### config.mk
export PLATFORM = sky130hd
export DESIGN_NAME = fri_indicator_logic
export DESIGN_NICKNAME = d
export VERILOG_FILES = /design/src/design/fri_pkg.sv /design/src/design/fri_exp_decode.sv /design/src/design/fri_frac_class.sv /design/src/design/fri_indicator_logic.sv
export VERILOG_INCLUDE_DIRS = /design/src /design/src/design
export SDC_FILE = /design/constraint.sdc
export NUM_CORES = 1
export LEC_CHECK = 0
export BUFFER_PORTS_ARGS = -buffer_cell sky130_fd_sc_hd__buf_4
export CORE_MARGIN = 1
export CORE_UTILIZATION = 36
export DETAILED_ROUTE_END_ITERATION = 10
export PLACE_DENSITY = 0.89
export SLEW_MARGIN = 40
export SYNTH_ARGS = -nofsm -noshare
export SYNTH_HDL_FRONTEND = slang
export SYNTH_HIERARCHICAL = 1
export SYNTH_SLANG_ARGS = --single-unit
### constraint.sdc
create_clock -name sys_clk -period 1.2 [get_ports sys_clk]
set_input_delay 0.06 -clock sys_clk [delete_from_list [all_inputs] [get_ports sys_clk]]
set_output_delay 0.06 -clock sys_clk [all_outputs]
set_load 0.05 [all_outputs]
### src/design/fri_regs.svh
// Indicator positions, limits and reset values for the result indicator logic.
// Assumes the includer works with a 64-bit indicator word, bit n at index n.
`ifndef FRI_REGS_SVH
`define FRI_REGS_SVH

// Indicator positions within the word
`define FRI_BIT_PRESHIFT      27
`define FRI_BIT_XPROP         28
`define FRI_BIT_XOVF          29
`define FRI_BIT_XHIGH         30
`define FRI_BIT_XLOW          31
`define FRI_BIT_XUNF          32
`define FRI_BIT_ZPROD         33
`define FRI_BIT_REMUNF        34
`define FRI_BIT_DFLAG_LO      35
`define FRI_BIT_DFLAG_HI      37
`define FRI_BIT_TOMEM         55
`define FRI_BIT_BELOW         56
`define FRI_BIT_ZERO          57
`define FRI_BIT_ABOVE         58
`define FRI_BIT_NEG           59
`define FRI_BIT_ACC_LESS      60
`define FRI_BIT_ACC_EQUAL     61
`define FRI_BIT_ACC_GREATER   62

// Exponent field layout, magnitude numbered from 1 (highest order)
`define FRI_EXP_MAG_W         10
`define FRI_EXP_HI_POS        1
`define FRI_EXP_LOW_FIRST     2
`define FRI_EXP_LOW_LAST      4

// Limits and widths
`define FRI_SHIFT_LIMIT       48
`define FRI_SHIFT_W           11
`define FRI_FRAC_W            48
`define FRI_IND_W             64
`define FRI_DFLAG_W           3
`define FRI_IND_RESET         64'h0000_0000_0000_0000

`endif
### src/design/fri_pkg.sv
// Types shared by the result indicator logic and its helpers.
// Assumes fri_regs.svh is on the include path.
`default_nettype none
`include "fri_regs.svh"

package fri_pkg;

	typedef enum logic [4:0] {
		FRI_OP_ADD, FRI_OP_ADD_MEM, FRI_OP_ADD_MAG, FRI_OP_ADD_MAG_MEM,
		FRI_OP_ADD_DBL, FRI_OP_ADD_MAG_DBL,
		FRI_OP_CMP, FRI_OP_CMP_MAG, FRI_OP_CMP_RNG, FRI_OP_CMP_MAG_RNG,
		FRI_OP_MUL, FRI_OP_MUL_DBL, FRI_OP_DIV, FRI_OP_DIV_DBL,
		FRI_OP_LOAD, FRI_OP_STORE, FRI_OP_STORE_RND, FRI_OP_STORE_LOW,
		FRI_OP_STORE_ROOT, FRI_OP_OTHER
	} fri_op_t;

	typedef struct packed {
		logic                             flag_gen;
		logic                             flag_prop;
		logic                             sign;
		logic [1:`FRI_EXP_MAG_W]          mag;
	} fri_exp_t;

	typedef struct packed {
		logic prop;
		logic ovf;
		logic high;
		logic low;
		logic unf;
	} fri_exp_cond_t;

	typedef struct packed {
		logic below;
		logic zero;
		logic above;
		logic neg;
	} fri_frac_cond_t;

	typedef struct packed {
		logic acc_less;
		logic acc_equal;
		logic acc_greater;
		logic in_range;
	} fri_cmp_t;

	typedef struct packed {
		logic [`FRI_IND_W-1:0] ind;
		logic                  upd;
	} fri_state_t;

endpackage
`default_nettype wire

### src/design/fri_exp_decode.sv
// Exponent condition decode: flag, overflow, range and underflow classes.
// Assumes a settled exponent from the datapath on the same clock.
`timescale 1ns/1ps
`default_nettype none
`include "fri_regs.svh"

module fri_exp_decode (
	// Exponent in
	input  wire fri_pkg::fri_exp_t      exp_in,
	// Classes out
	output var fri_pkg::fri_exp_cond_t  cond
);

	logic [`FRI_EXP_LOW_LAST:`FRI_EXP_LOW_FIRST] low_bits;
	logic                                        flag_any;

	genvar g;
	generate
		for (g = `FRI_EXP_LOW_FIRST; g <= `FRI_EXP_LOW_LAST; g++) begin : g_low
			assign low_bits[g] = exp_in.mag[g];
		end
	endgenerate

	// Range classes need the flag clear whichever way it was set
	assign flag_any = exp_in.flag_gen | exp_in.flag_prop;

	always_comb begin
		cond.prop = exp_in.flag_prop;
		cond.ovf  = exp_in.flag_gen & ~exp_in.sign;
		cond.unf  = exp_in.flag_gen & exp_in.sign;
		cond.high = ~flag_any & ~exp_in.sign & exp_in.mag[`FRI_EXP_HI_POS];
		cond.low  = ~flag_any & ~exp_in.sign & ~exp_in.mag[`FRI_EXP_HI_POS]
			& (|low_bits);
	end

endmodule // fri_exp_decode
`default_nettype wire

### src/design/fri_frac_class.sv
// Fraction result classification: below, zero, above and sign negative.
// Assumes sign and fraction come from the same settled result.
`timescale 1ns/1ps
`default_nettype none
`include "fri_regs.svh"

module fri_frac_class #(
	parameter int FRAC_W = `FRI_FRAC_W
) (
	// Fraction in
	input  wire logic [FRAC_W-1:0]      frac,
	input  wire logic                   sign,
	// Classes out
	output var fri_pkg::fri_frac_cond_t cond
);

	logic nonzero;

	assign nonzero = |frac;

	always_comb begin
		cond.zero  = ~nonzero;
		cond.below = nonzero & sign;
		cond.above = nonzero & ~sign;
		// Negative zero still counts as negative
		cond.neg   = sign;
	end

endmodule // fri_frac_class
`default_nettype wire

### src/design/fri_indicator_logic.sv
// Floating point result indicator logic of the parallel arithmetic unit.
// Assumes all datapath inputs are on sys_clk and stable while op_end is high.
`timescale 1ns/1ps
`default_nettype none
`include "fri_regs.svh"

module fri_indicator_logic #(
	parameter int FRAC_W  = `FRI_FRAC_W,
	parameter int SHIFT_W = `FRI_SHIFT_W
) (
	// Clock, reset and enable
	input  wire logic                    sys_clk,
	input  wire logic                    sys_rst,
	input  wire logic                    clk_en,
	// Operation end and kind
	input  wire logic                    op_end,
	input  wire fri_pkg::fri_op_t        op_kind,
	// Result exponent
	input  wire fri_pkg::fri_exp_t       res_exp,
	input  wire logic [SHIFT_W-1:0]      exp_diff,
	// Remainder exponent, divide double only
	input  wire fri_pkg::fri_exp_t       rem_exp,
	// Fraction result
	input  wire logic [FRAC_W-1:0]       res_frac,
	input  wire logic                    res_frac_sign,
	// Multiply product order zero and exponent net in range
	input  wire logic                    prod_order_zero,
	input  wire logic                    prod_exp_in_range,
	// Compare outcome
	input  wire fri_pkg::fri_cmp_t       cmp_res,
	// Storage operand data flags, t at bit 0
	input  wire logic [`FRI_DFLAG_W-1:0] opnd_dflags,
	// Indicator word and update pulse
	output logic [`FRI_IND_W-1:0]        ind_word,
	output logic                         ind_upd
);

	fri_pkg::fri_state_t     st_ff;
	fri_pkg::fri_state_t     nxt_st;
	fri_pkg::fri_exp_cond_t  res_cond;
	fri_pkg::fri_exp_cond_t  rem_cond;
	fri_pkg::fri_frac_cond_t frac_cond;
	logic                    shift_over;

	// Classes of the kind presented with op_end
	logic                    op_cmp;
	logic                    op_rng;
	logic                    op_add;
	logic                    op_mul;
	logic                    op_divd;
	logic                    op_store;
	logic                    op_tomem;

	// Set-only requests and owned rewrites for the current operation
	logic [`FRI_IND_W-1:0]   set_mask;
	logic [`FRI_IND_W-1:0]   wr_mask;
	logic [`FRI_IND_W-1:0]   wr_val;
	logic [`FRI_IND_W-1:0]   merged;

	// Operation class decodes, each called once below
	function automatic logic is_compare(input fri_pkg::fri_op_t op);
		case (op)
			fri_pkg::FRI_OP_CMP,
			fri_pkg::FRI_OP_CMP_MAG,
			fri_pkg::FRI_OP_CMP_RNG,
			fri_pkg::FRI_OP_CMP_MAG_RNG: is_compare = 1'b1;
			default:                     is_compare = 1'b0;
		endcase
	endfunction

	function automatic logic is_range_cmp(input fri_pkg::fri_op_t op);
		case (op)
			fri_pkg::FRI_OP_CMP_RNG,
			fri_pkg::FRI_OP_CMP_MAG_RNG: is_range_cmp = 1'b1;
			default:                     is_range_cmp = 1'b0;
		endcase
	endfunction

	function automatic logic is_add_type(input fri_pkg::fri_op_t op);
		case (op)
			fri_pkg::FRI_OP_ADD,
			fri_pkg::FRI_OP_ADD_MEM,
			fri_pkg::FRI_OP_ADD_MAG,
			fri_pkg::FRI_OP_ADD_MAG_MEM,
			fri_pkg::FRI_OP_ADD_DBL,
			fri_pkg::FRI_OP_ADD_MAG_DBL: is_add_type = 1'b1;
			default:                     is_add_type = 1'b0;
		endcase
	endfunction

	function automatic logic is_to_memory(input fri_pkg::fri_op_t op);
		case (op)
			fri_pkg::FRI_OP_ADD_MEM,
			fri_pkg::FRI_OP_ADD_MAG_MEM: is_to_memory = 1'b1;
			default:                     is_to_memory = 1'b0;
		endcase
	endfunction

	function automatic logic is_store(input fri_pkg::fri_op_t op);
		case (op)
			fri_pkg::FRI_OP_STORE,
			fri_pkg::FRI_OP_STORE_RND,
			fri_pkg::FRI_OP_STORE_LOW,
			fri_pkg::FRI_OP_STORE_ROOT: is_store = 1'b1;
			default:                    is_store = 1'b0;
		endcase
	endfunction

	function automatic logic is_multiply(input fri_pkg::fri_op_t op);
		case (op)
			fri_pkg::FRI_OP_MUL,
			fri_pkg::FRI_OP_MUL_DBL: is_multiply = 1'b1;
			default:                 is_multiply = 1'b0;
		endcase
	endfunction

	function automatic logic is_div_double(input fri_pkg::fri_op_t op);
		case (op)
			fri_pkg::FRI_OP_DIV_DBL: is_div_double = 1'b1;
			default:                 is_div_double = 1'b0;
		endcase
	endfunction

	// Positions that carry an indicator; every other bit of the word stays zero
	function automatic logic [`FRI_IND_W-1:0] used_bits();
		logic [`FRI_IND_W-1:0] u;
		u = '0;
		u[`FRI_BIT_PRESHIFT]    = 1'b1;
		u[`FRI_BIT_XPROP]       = 1'b1;
		u[`FRI_BIT_XOVF]        = 1'b1;
		u[`FRI_BIT_XHIGH]       = 1'b1;
		u[`FRI_BIT_XLOW]        = 1'b1;
		u[`FRI_BIT_XUNF]        = 1'b1;
		u[`FRI_BIT_ZPROD]       = 1'b1;
		u[`FRI_BIT_REMUNF]      = 1'b1;
		u[`FRI_BIT_DFLAG_HI:`FRI_BIT_DFLAG_LO] = '1;
		u[`FRI_BIT_TOMEM]       = 1'b1;
		u[`FRI_BIT_BELOW]       = 1'b1;
		u[`FRI_BIT_ZERO]        = 1'b1;
		u[`FRI_BIT_ABOVE]       = 1'b1;
		u[`FRI_BIT_NEG]         = 1'b1;
		u[`FRI_BIT_ACC_LESS]    = 1'b1;
		u[`FRI_BIT_ACC_EQUAL]   = 1'b1;
		u[`FRI_BIT_ACC_GREATER] = 1'b1;
		return u;
	endfunction

	localparam logic [`FRI_IND_W-1:0] IND_USED = used_bits();

	fri_exp_decode u_res_exp (
		.exp_in (res_exp),
		.cond   (res_cond)
	);

	// Only generated flag and sign of the remainder matter here
	fri_exp_decode u_rem_exp (
		.exp_in (rem_exp),
		.cond   (rem_cond)
	);

	fri_frac_class #(
		.FRAC_W (FRAC_W)
	) u_frac (
		.frac (res_frac),
		.sign (res_frac_sign),
		.cond (frac_cond)
	);

	assign shift_over = exp_diff > SHIFT_W'(`FRI_SHIFT_LIMIT);

	// Decoded once here so each group below reads plain flags
	assign op_cmp   = is_compare(op_kind);
	assign op_rng   = is_range_cmp(op_kind);
	assign op_add   = is_add_type(op_kind);
	assign op_mul   = is_multiply(op_kind);
	assign op_divd  = is_div_double(op_kind);
	assign op_store = is_store(op_kind);
	assign op_tomem = is_to_memory(op_kind);

	// Set-only indicators; preshift and remainder underflow behave like the sticky group
	always_comb begin
		set_mask = '0;

		if ((op_add || op_cmp) && shift_over && !res_cond.prop) begin
			set_mask[`FRI_BIT_PRESHIFT] = 1'b1;
		end
		if (res_cond.prop) begin
			set_mask[`FRI_BIT_XPROP] = 1'b1;
		end
		if (res_cond.ovf) begin
			set_mask[`FRI_BIT_XOVF] = 1'b1;
		end
		if (res_cond.high) begin
			set_mask[`FRI_BIT_XHIGH] = 1'b1;
		end
		if (res_cond.low) begin
			set_mask[`FRI_BIT_XLOW] = 1'b1;
		end
		if (res_cond.unf) begin
			set_mask[`FRI_BIT_XUNF] = 1'b1;
		end
		if (op_mul && prod_order_zero && prod_exp_in_range) begin
			set_mask[`FRI_BIT_ZPROD] = 1'b1;
		end
		if (op_divd && rem_cond.unf) begin
			set_mask[`FRI_BIT_REMUNF] = 1'b1;
		end
	end

	// Owned indicators: the mask names the bits this kind rewrites, the value what they become
	always_comb begin
		wr_mask = '0;
		wr_val  = '0;

		wr_mask[`FRI_BIT_TOMEM] = 1'b1;
		wr_val[`FRI_BIT_TOMEM]  = op_tomem;

		// Stores keep the previous operand's flags
		if (!op_store) begin
			wr_mask[`FRI_BIT_DFLAG_HI:`FRI_BIT_DFLAG_LO] = '1;
			wr_val[`FRI_BIT_DFLAG_HI:`FRI_BIT_DFLAG_LO]  = opnd_dflags;
		end

		// Fraction group for non-compares, compare group otherwise
		if (!op_cmp) begin
			wr_mask[`FRI_BIT_BELOW] = 1'b1;
			wr_mask[`FRI_BIT_ZERO]  = 1'b1;
			wr_mask[`FRI_BIT_ABOVE] = 1'b1;
			wr_mask[`FRI_BIT_NEG]   = 1'b1;
			wr_val[`FRI_BIT_BELOW]  = frac_cond.below;
			wr_val[`FRI_BIT_ZERO]   = frac_cond.zero;
			wr_val[`FRI_BIT_ABOVE]  = frac_cond.above;
			wr_val[`FRI_BIT_NEG]    = frac_cond.neg;
		end else begin
			wr_mask[`FRI_BIT_ACC_LESS]    = 1'b1;
			wr_mask[`FRI_BIT_ACC_EQUAL]   = 1'b1;
			wr_mask[`FRI_BIT_ACC_GREATER] = 1'b1;
			wr_val[`FRI_BIT_ACC_GREATER]  = cmp_res.acc_greater;
			if (op_rng) begin
				// Range compares never report low
				wr_val[`FRI_BIT_ACC_LESS]  = 1'b0;
				// Equal reads the old high flag, before it is rewritten
				wr_val[`FRI_BIT_ACC_EQUAL] = cmp_res.in_range
					& st_ff.ind[`FRI_BIT_ACC_GREATER];
			end else begin
				wr_val[`FRI_BIT_ACC_LESS]  = cmp_res.acc_less;
				wr_val[`FRI_BIT_ACC_EQUAL] = cmp_res.acc_equal;
			end
		end
	end

	// Owned bits are replaced, set-only bits OR in, the rest hold
	genvar b;
	generate
		for (b = 0; b < `FRI_IND_W; b++) begin : g_merge
			assign merged[b] = IND_USED[b]
				& (wr_mask[b] ? wr_val[b] : (st_ff.ind[b] | set_mask[b]));
		end
	endgenerate

	always_comb begin
		nxt_st     = st_ff;
		nxt_st.upd = 1'b0;
		// Nothing moves until the end cycle, so no partial set is ever seen
		if (op_end) begin
			nxt_st.ind = merged;
			nxt_st.upd = 1'b1;
		end
	end

	always_ff @(posedge sys_clk or posedge sys_rst) begin
		if (sys_rst) begin
			st_ff.ind <= `FRI_IND_RESET;
			st_ff.upd <= 1'b0;
		end else if (clk_en) begin
			st_ff <= nxt_st;
		end
	end

	assign ind_word = st_ff.ind;
	assign ind_upd  = st_ff.upd;

endmodule // fri_indicator_logic
`default_nettype wire

==> flow_metrics.tcl, run 1 <==
set metrics [dict create \
    status "complete, no violations" \
    crit_type "input port to register" \
    rsz0062_at_grt "false" \
    core_area_sq_mm 0.00369 \
    min_to "ind_upd$_DFFE_PP0P_" \
    r2r-start "ind_word[62]$_DFFE_PP0P_" \
    drcViolationCount 0 \
    clockBufferDepth 2 \
    die_height_microns 64.4 \
    utilization 0.595 \
    worstHoldStart "clk_en" \
    grt_usage 0.176 \
    worstSetupEndpointType "register" \
    num_rows 22 \
    p_seq_frac 0.304 \
    p_leak_nw 1.14 \
    io_buffers 106 \
    cp_data_arrival_time_ps 1220 \
    area_growth_pct 56.3 \
    powerDensity_mw_per_mm2 1250 \
    syn-cell-area_sq_mm 0.00140 \
    num-nets-final 362 \
    postPlaceCellArea_sq_mm 0.00211 \
    fmax_mhz 938 \
    grt.overflow.total 0 \
    num-fill-cells 322 \
    hold_path_depth 2 \
    pin_count 169 \
    gp_congestion 0.774 \
    wl_microns 3710 \
    viasPerCell 4.39 \
    swShare 0.407 \
    post_cts_buffers 0 \
    insertion_delay_ps 250 \
    hold_viol 0 \
    drtPass1Iterations 3 \
    syn_area_per_cell_sq_um 9.75 \
    hold_path_class "input port to register" \
    first_iter_violations 19 \
    cts.reportedPaths.clkPinSlew_ps 80 \
    route.vias.total 1338 \
    dieArea_sq_mm 0.00415 \
    grt_pass1_vias 1265 \
    period_share 0.889 \
    power.switching_mw 1.11 \
    grt_pass1_wl_microns 5540 \
    cp.required_ps 1350 \
    synthCells 144 \
    cts.sinks 20 \
    ir_drop_mv 0.906 \
    drive_gt1_frac 0.510 \
    num_antenna_cells 0 \
    max_cap_violations 0 \
    period_needed_ps 1070 \
    cts_tree "done" \
    clock_power_share 0.244 \
    root_buffer "clkbuf_8" \
    cts-buffers-inserted 3 \
    dpl.hpwl_microns 3200 \
    setup_viol 0 \
    start_kind "input port" \
    cp_max_fo 1 \
    drv_slew 0 \
    antenna_found_initial 0 \
    yosys_warnings 6 \
    r2r_slack_ps 320 \
    cts.htree.levels 1 \
    reg2reg_to "ind_word[61]$_DFFE_PP0P_" \
    grt_max_degree 13 \
    cts_resized 0 \
    ant_nets 0 \
    final_area_sq_mm 0.00219 \
    start_util 0.381 \
    die_w_microns 64.4 \
    p_int_mw 1.62 \
    r2r_cells 3 \
    wire_per_inst_microns 12.2 \
    finalClockSkew_ps 0.279 \
    p_comb_frac 0.452 \
]
==> worst max-delay path: stages <==
cell,delay (ps)
buf_4,100
or4_1,520
a311o_1,360
a31o_1,170
==> timing repair <==
action / CTS / global route
hold buffers: 1 / 0
endpoints found under the setup margin: 0 / 0
endpoints found under the hold margin: 8 / 0
==> power groups by stage <==
stage	registers, mW	logic, mW	clock network, mW
2_1_floorplan	1.18	0.566	0
3_3_place_gp	0.833	1.22	0
3_5_place_dp	0.840	1.24	0
4_1_cts	0.829	1.24	0.693
5_1_grt	0.842	1.29	0.711
6_report	0.830	1.24	0.667
==> placed cells by master (no fill, tap or decap), drive strengths merged, types with 3 or more instances in the layout <==
| cell | count |
|---|---|
| buf | 112 |
| conb | 45 |
| dfrtp | 20 |
| nor4 | 13 |
| mux2 | 9 |
| nand2 | 7 |
| a21o | 5 |
| inv | 4 |
| o21ai | 4 |
| clkbuf | 3 |
| and4 | 3 |
| and2 | 3 |
==> final cells by class <==
type	count	area [sq um]	area share
Timing Repair Buffer	113	851	0.388
Multi-Input combinational cell	116	697	0.318
Sequential cell	20	500	0.228
Tap cell	48	60.1	0.0274
Clock buffer	3	41.3	0.0188
Clock inverter	1	30.0	0.0137
Inverter	4	15.0	0.00684
==> layer usage <==
layer	routed length, microns	up-vias	GRT usage
met3	346	2	0.0528
met2	2010	78	0.334
met1	1330	606	0.185
met5	0	-	0
li1	-	652	-
met4	20	0	0.0472
==> registers in the layout (all words and copies together), names as in the netlist <==
register,flops
ind_word,19
ind_upd,1
==> worst max path at each step <==
| stage | start | end | slack (ps) | cells past startpoint |
|---|---|---|---|---|
| after global routing | op_kind[1] | ind_word[58]$_DFFE_PP0P_ | 120 | 5 |
| after global placement | exp_diff[1] | ind_word[27]$_DFFE_PP0P_ | -120 | 4 |
| final | exp_diff[1] | ind_word[27]$_DFFE_PP0P_ | 130 | 4 |
| after CTS | exp_diff[1] | ind_word[27]$_DFFE_PP0P_ | 130 | 4 |
| after detailed placement | exp_diff[1] | ind_word[27]$_DFFE_PP0P_ | -140 | 4 |
| after floorplan | exp_diff[1] | ind_word[27]$_DFFE_PP0P_ | 9 | 3 |
==> through the flow <==
stage | std cells | worst slack, ps | hold WS (ps) | TNS (ps) | total power, mW
after floorplan | 188 | 8.51 | 23.8 | 0 | 1.75
after global placement | 300 | -122 | 51.9 | -546 | 2.05
after detailed placement | 300 | -142 | 57.1 | -892 | 2.08
after CTS | 305 | 135 | 8.34 | 0 | 2.76
after global routing | 305 | 116 | 14.2 | 0 | 2.84
final | 305 | 134 | 14.2 | 0 | 2.73
Power figures use the tool's default switching activity.
==> run 2: changes to the inputs <==
--- a/config.mk
+++ b/config.mk
@@ -10,7 +10,9 @@
 export CORE_MARGIN = 1
 export CORE_UTILIZATION = 36
 export DETAILED_ROUTE_END_ITERATION = 10
+export GPL_ROUTABILITY_DRIVEN = 0
 export PLACE_DENSITY = 0.89
+export SETUP_SLACK_MARGIN = 0.15
 export SLEW_MARGIN = 40
 export SYNTH_ARGS = -nofsm -noshare
 export SYNTH_HDL_FRONTEND = slang
==> flow_metrics.tcl, run 2 (same netlist as run 1, synthesis figures left out) <==
set metrics [dict create \
    final_cell_mix "buf_4 (116), conb_1 (45), dfrtp_1 (19)" \
    crit_type "input port to register" \
    period_share 0.857 \
    wire_per_inst_microns 11.8 \
    finalClockSkew_ps 0.132 \
    power.total_mw 2.74 \
    drtPass1Iterations 3 \
    grt_pass1_vias 1300 \
    powerDensity_mw_per_mm2 1230 \
    start_util 0.381 \
    route.vias.total 1371 \
    cts.reportedPaths.clkPinSlew_ps 80 \
    pin_count 169 \
    cp_data_arrival_time_ps 1180 \
    drv_slew 0 \
    hold_viol 0 \
    worstSetupEndpointType "register" \
    antenna_found_initial 0 \
    cp_max_fo 1 \
    cts_tree "done" \
    pre_cts_slack_ps -99.0 \
    setup_viol 0 \
    die_height_microns 64.4 \
    root_buffer "clkbuf_8" \
    io_buffers 106 \
    grt_usage 0.178 \
    worstPathCellList "buf_4 -> or4_1 -> a311o_1 -> a31o_1" \
    num_rows 22 \
    status "complete, no violations" \
    wl_microns 3650 \
    layout_setup_ws_ps 172 \
    viasPerCell 4.42 \
    num-nets-final 367 \
    placed_cells 304 \
    grt_max_degree 21 \
    setup_tns_ps 0 \
    layout_commonest_cell "buf_4" \
    start_kind "input port" \
    dpl.hpwl_microns 3140 \
    postPlaceCellArea_sq_mm 0.00214 \
    core_area_sq_mm 0.00369 \
    cts.sinks 20 \
    drcViolationCount 0 \
    worst_path_max_delay_cell "or4_1" \
    hold_path_depth 2 \
    num_antenna_cells 0 \
    fmax_mhz 972 \
    hold_path_class "input port to register" \
    grt.overflow.total 0 \
    cts-buffers-inserted 3 \
    clockBufferDepth 2 \
    crit_cells 4 \
    post_cts_buffers 0 \
    drive_gt1_frac 0.523 \
    insertion_delay_ps 250 \
    r2r_cells 3 \
    grt_pass1_wl_microns 5540 \
    stdcell_count 310 \
    die_w_microns 64.4 \
    p_leak_nw 1.16 \
    ir_drop_mv 0.778 \
    critPathTopFamily "simple AND/OR/NAND/NOR gates" \
    period_needed_ps 1030 \
    ant_nets 0 \
    cts.htree.levels 1 \
    max_cap_violations 0 \
    largest_reg_flops 19 \
    final_area_sq_mm 0.00224 \
    cp.required_ps 1350 \
    slowest_delay_ps 510 \
    rsz0062_at_grt "false" \
    area_growth_pct 59.4 \
    first_iter_violations 22 \
    dieArea_sq_mm 0.00415 \
    crit_buf_inv 1 \
]
[run 2: cell types whose count changed in the layout (fill, tap and decap cells not counted), sizes merged]
cell,previous run,this run
buf,112,116
dlygate4sd3,1,2
[run 2: what timing repair did]
action | in CTS | in global routing
hold buffers | 2 | 0
gates resized for setup | 0 | 1
hold endpoints to repair | 21 | 0
endpoints found under the setup margin | 0 | 3
[run 2: final cells by class]
type	count	area (sq um)
clock buffer	3	41.3
clock inverter	1	30.0
fill	316	1450
inverter	4	15.0
multi-input combinational	116	698
sequential	20	502
tap	48	60.1
timing repair buffer	118	891
[run 2: final timing paths]
| path | startpoint | slack, ps | end |
|---|---|---|---|
| min in group asynchronous | sys_rst | 400 | ind_word[30]$_DFFE_PP0P_ |
| setup / recovery | exp_diff[10] | 170 | ind_word[27]$_DFFE_PP0P_ |
| max in group asynchronous | sys_rst | 570 | ind_word[62]$_DFFE_PP0P_ |
| hold / removal | opnd_dflags[0] | 30 | ind_word[35]$_DFFE_PP0P_ |
| setup reg to reg | ind_word[62]$_DFFE_PP0P_ | 310 | ind_word[61]$_DFFE_PP0P_ |
| hold reg to reg | ind_word[28]$_DFFE_PP0P_ | 460 | ind_word[28]$_DFFE_PP0P_ |
[run 2: layer usage]
| metal | vias up | wire length (microns) | track usage |
|---|---|---|---|
| li1 | 661 | - | - |
| met1 | 627 | 1320 | 0.179 |
| met2 | 79 | 1950 | 0.342 |
| met5 | - | 0 | 0 |
| met3 | 4 | 342 | 0.0599 |
| met4 | 0 | 39 | 0.0500 |
[run 2: worst reg2reg max path, stage by stage (launching register included)]
cell and delay (ps):
dfrtp_2 410, nand2_1 60, o21ai_1 50, mux2_2 260
[run 2: where the power goes]
group / internal, mW / total, mW / switching, mW
logic: 0.414 / 1.25 / 0.832
clock network: 0.445 / 0.669 / 0.224
registers: 0.772 / 0.827 / 0.0544
[run 2: stage by stage]
step | hold WS (ps) | utilization
3_3_place_gp | 109 | 0.581
3_5_place_dp | 114 | 0.581
5_1_grt | 17.1 | 0.607
4_1_cts | 27.6 | 0.606
2_1_floorplan | 23.8 | -
6_report | 28.7 | 0.607
==> run 3: changes to the inputs <==
--- a/config.mk
+++ b/config.mk
@@ -8,10 +8,10 @@
 export LEC_CHECK = 0
 export BUFFER_PORTS_ARGS = -buffer_cell sky130_fd_sc_hd__buf_4
 export CORE_MARGIN = 1
-export CORE_UTILIZATION = 36
+export CORE_UTILIZATION = 34
 export DETAILED_ROUTE_END_ITERATION = 10
 export GPL_ROUTABILITY_DRIVEN = 0
-export PLACE_DENSITY = 0.89
+export PLACE_DENSITY = 0.85
 export SETUP_SLACK_MARGIN = 0.15
 export SLEW_MARGIN = 40
 export SYNTH_ARGS = -nofsm -noshare
==> constraint.sdc (replaced) <==
create_clock -name sys_clk -period 1.1 [get_ports sys_clk]
set_input_delay 0.055 -clock sys_clk [delete_from_list [all_inputs] [get_ports sys_clk]]
set_output_delay 0.055 -clock sys_clk [all_outputs]
set_load 0.05 [all_outputs]
==> flow_metrics.tcl, run 3 (same netlist as run 1, synthesis figures left out) <==
set metrics [dict create \
    status "complete, no violations" \
    route.vias.total 1398 \
    cts.reportedPaths.clkPinSlew_ps 70 \
    num-fill-cells 331 \
    drive_gt1_frac 0.585 \
    clock_power_share 0.193 \
    p_seq_frac 0.315 \
    start_kind "input port" \
    p_comb_frac 0.491 \
    layout_commonest_cell "buf_4" \
    cp.required_ps 1250 \
    finalClockSkew_ps 0.00666 \
    hold_viol 0 \
    grt.overflow.total 0 \
    grt_pass1_vias 1262 \
    wl_microns 3780 \
    cts.sinks 20 \
    num-nets-final 365 \
    multi_input_area_sq_um 810 \
    io_buffers 106 \
    die_w_microns 66.3 \
    grt_max_degree 21 \
    critPathTopFamily "simple AND/OR/NAND/NOR gates" \
    fmax_mhz 1010 \
    drtPass1Iterations 4 \
    rsz0062_at_grt "true" \
    grt_usage 0.157 \
    crit_buf_inv 1 \
    final_cell_mix "buf_4 (112), conb_1 (45), dfrtp_1 (14)" \
    placed_cells 302 \
    reg2reg_to "ind_word[61]$_DFFE_PP0P_" \
    wire_per_inst_microns 12.3 \
    insertion_delay_ps 250 \
    area_growth_pct 66.0 \
    core_area_sq_mm 0.00380 \
    power.switching_mw 1.23 \
    period_share 0.901 \
    largest_reg_flops 19 \
    root_buffer "clkbuf_8" \
    slowest_delay_ps 510 \
    grt_pass1_wl_microns 5220 \
    setup_viol 0 \
    viasPerCell 4.54 \
    hold_path_depth 2 \
    seqCellArea_sq_um 508 \
    clockBufferDepth 2 \
    num_rows 22 \
    r2r-start "ind_word[62]$_DFFE_PP0P_" \
    drcViolationCount 0 \
    r2r_slack_ps 200 \
    worstHoldStart "opnd_dflags[2]" \
    pin_count 169 \
    worstSetupEndpointType "register" \
    num_antenna_cells 0 \
    post_cts_buffers 0 \
    swShare 0.428 \
    ir_drop_mv 0.607 \
    cts-buffers-inserted 3 \
    antenna_found_initial 0 \
    min_to "ind_word[37]$_DFFE_PP0P_" \
    dieArea_sq_mm 0.00439 \
    cp_data_arrival_time_ps 1140 \
    crit_type "input port to register" \
    r2r_cells 3 \
    hold_path_class "input port to register" \
    p_leak_nw 1.17 \
    p_int_mw 1.65 \
    cp_max_fo 1 \
    cts.htree.levels 1 \
    worst_path_max_delay_cell "or4_1" \
    power.total_mw 2.88 \
    die_height_microns 66.3 \
    period_needed_ps 992 \
    first_iter_violations 45 \
    drv_slew 0 \
    ant_nets 0 \
    stdcell_count 308 \
    cts_tree "done" \
    powerDensity_mw_per_mm2 1230 \
    dpl.hpwl_microns 3020 \
    worstPathCellList "buf_4 -> or4_1 -> a311o_1 -> a31o_1" \
    start_util 0.370 \
    max_cap_violations 0 \
]
[run 3: metrics by stage]
step / util / hold slack, ps / setup slack, ps / area, sq um / setup TNS, ps
2_1_floorplan: - / 18.4 / -53.8 / 1600 / -53.8
3_3_place_gp: 0.568 / 105 / -177 / 2160 / -988
3_5_place_dp: 0.568 / 109 / -228 / 2160 / -1110
4_1_cts: 0.593 / 24.2 / 100 / 2250 / 0
5_1_grt: 0.614 / 24.4 / 86.8 / 2330 / 0
6_report: 0.614 / 28.4 / 108 / 2330 / 0
[run 3: power groups by stage]
stage	Clock, mW	Combinational, mW	Sequential [mW]
final	0.556	1.41	0.907
after detailed placement	0	1.37	0.920
after CTS	0.577	1.39	0.906
after floorplan	0	0.632	1.30
after global routing	0.599	1.48	0.919
after global placement	0	1.36	0.916
[run 3: worst reg2reg max path: stages, from the launching register on]
cell,delay (ps)
dfrtp_2,410
nand2_1,70
o21ai_2,50
mux2_4,250
[run 3: repair_timing]
action	CTS	global route
endpoints found under the setup margin	4	7
resized for setup	5	13
pin swaps	4	6
hold buffers	2	0
endpoints found under the hold margin	21	0
[run 3: cell type report]
class,instances,area share
Sequential cell,20,0.218
Tap cell,48,0.0258
Timing Repair Buffer,116,0.379
Clock buffer,4,0.0236
Inverter,4,0.00644
Multi-Input combinational cell,116,0.347
[run 3: worst max-delay path by stage]
stage,start,to,depth (start not counted)
6_report,exp_diff[10],ind_word[27]$_DFFE_PP0P_,4
3_5_place_dp,exp_diff[10],ind_word[27]$_DFFE_PP0P_,4
5_1_grt,exp_diff[10],ind_word[27]$_DFFE_PP0P_,4
3_3_place_gp,res_frac[36],ind_word[58]$_DFFE_PP0P_,5
4_1_cts,exp_diff[10],ind_word[27]$_DFFE_PP0P_,4
2_1_floorplan,exp_diff[10],ind_word[27]$_DFFE_PP0P_,3
[run 3: metal layers]
metal  routed length [microns]  vias to the layer above  share of wire  global-route usage
li1                          -                      658              -                   -
met1                      1250                      643           0.33               0.153
met2                      2080                       89           0.55               0.316
met3                       381                        8           0.10              0.0310
met4                        63                        0          0.017              0.0559
met5                         0                        -              0                   0
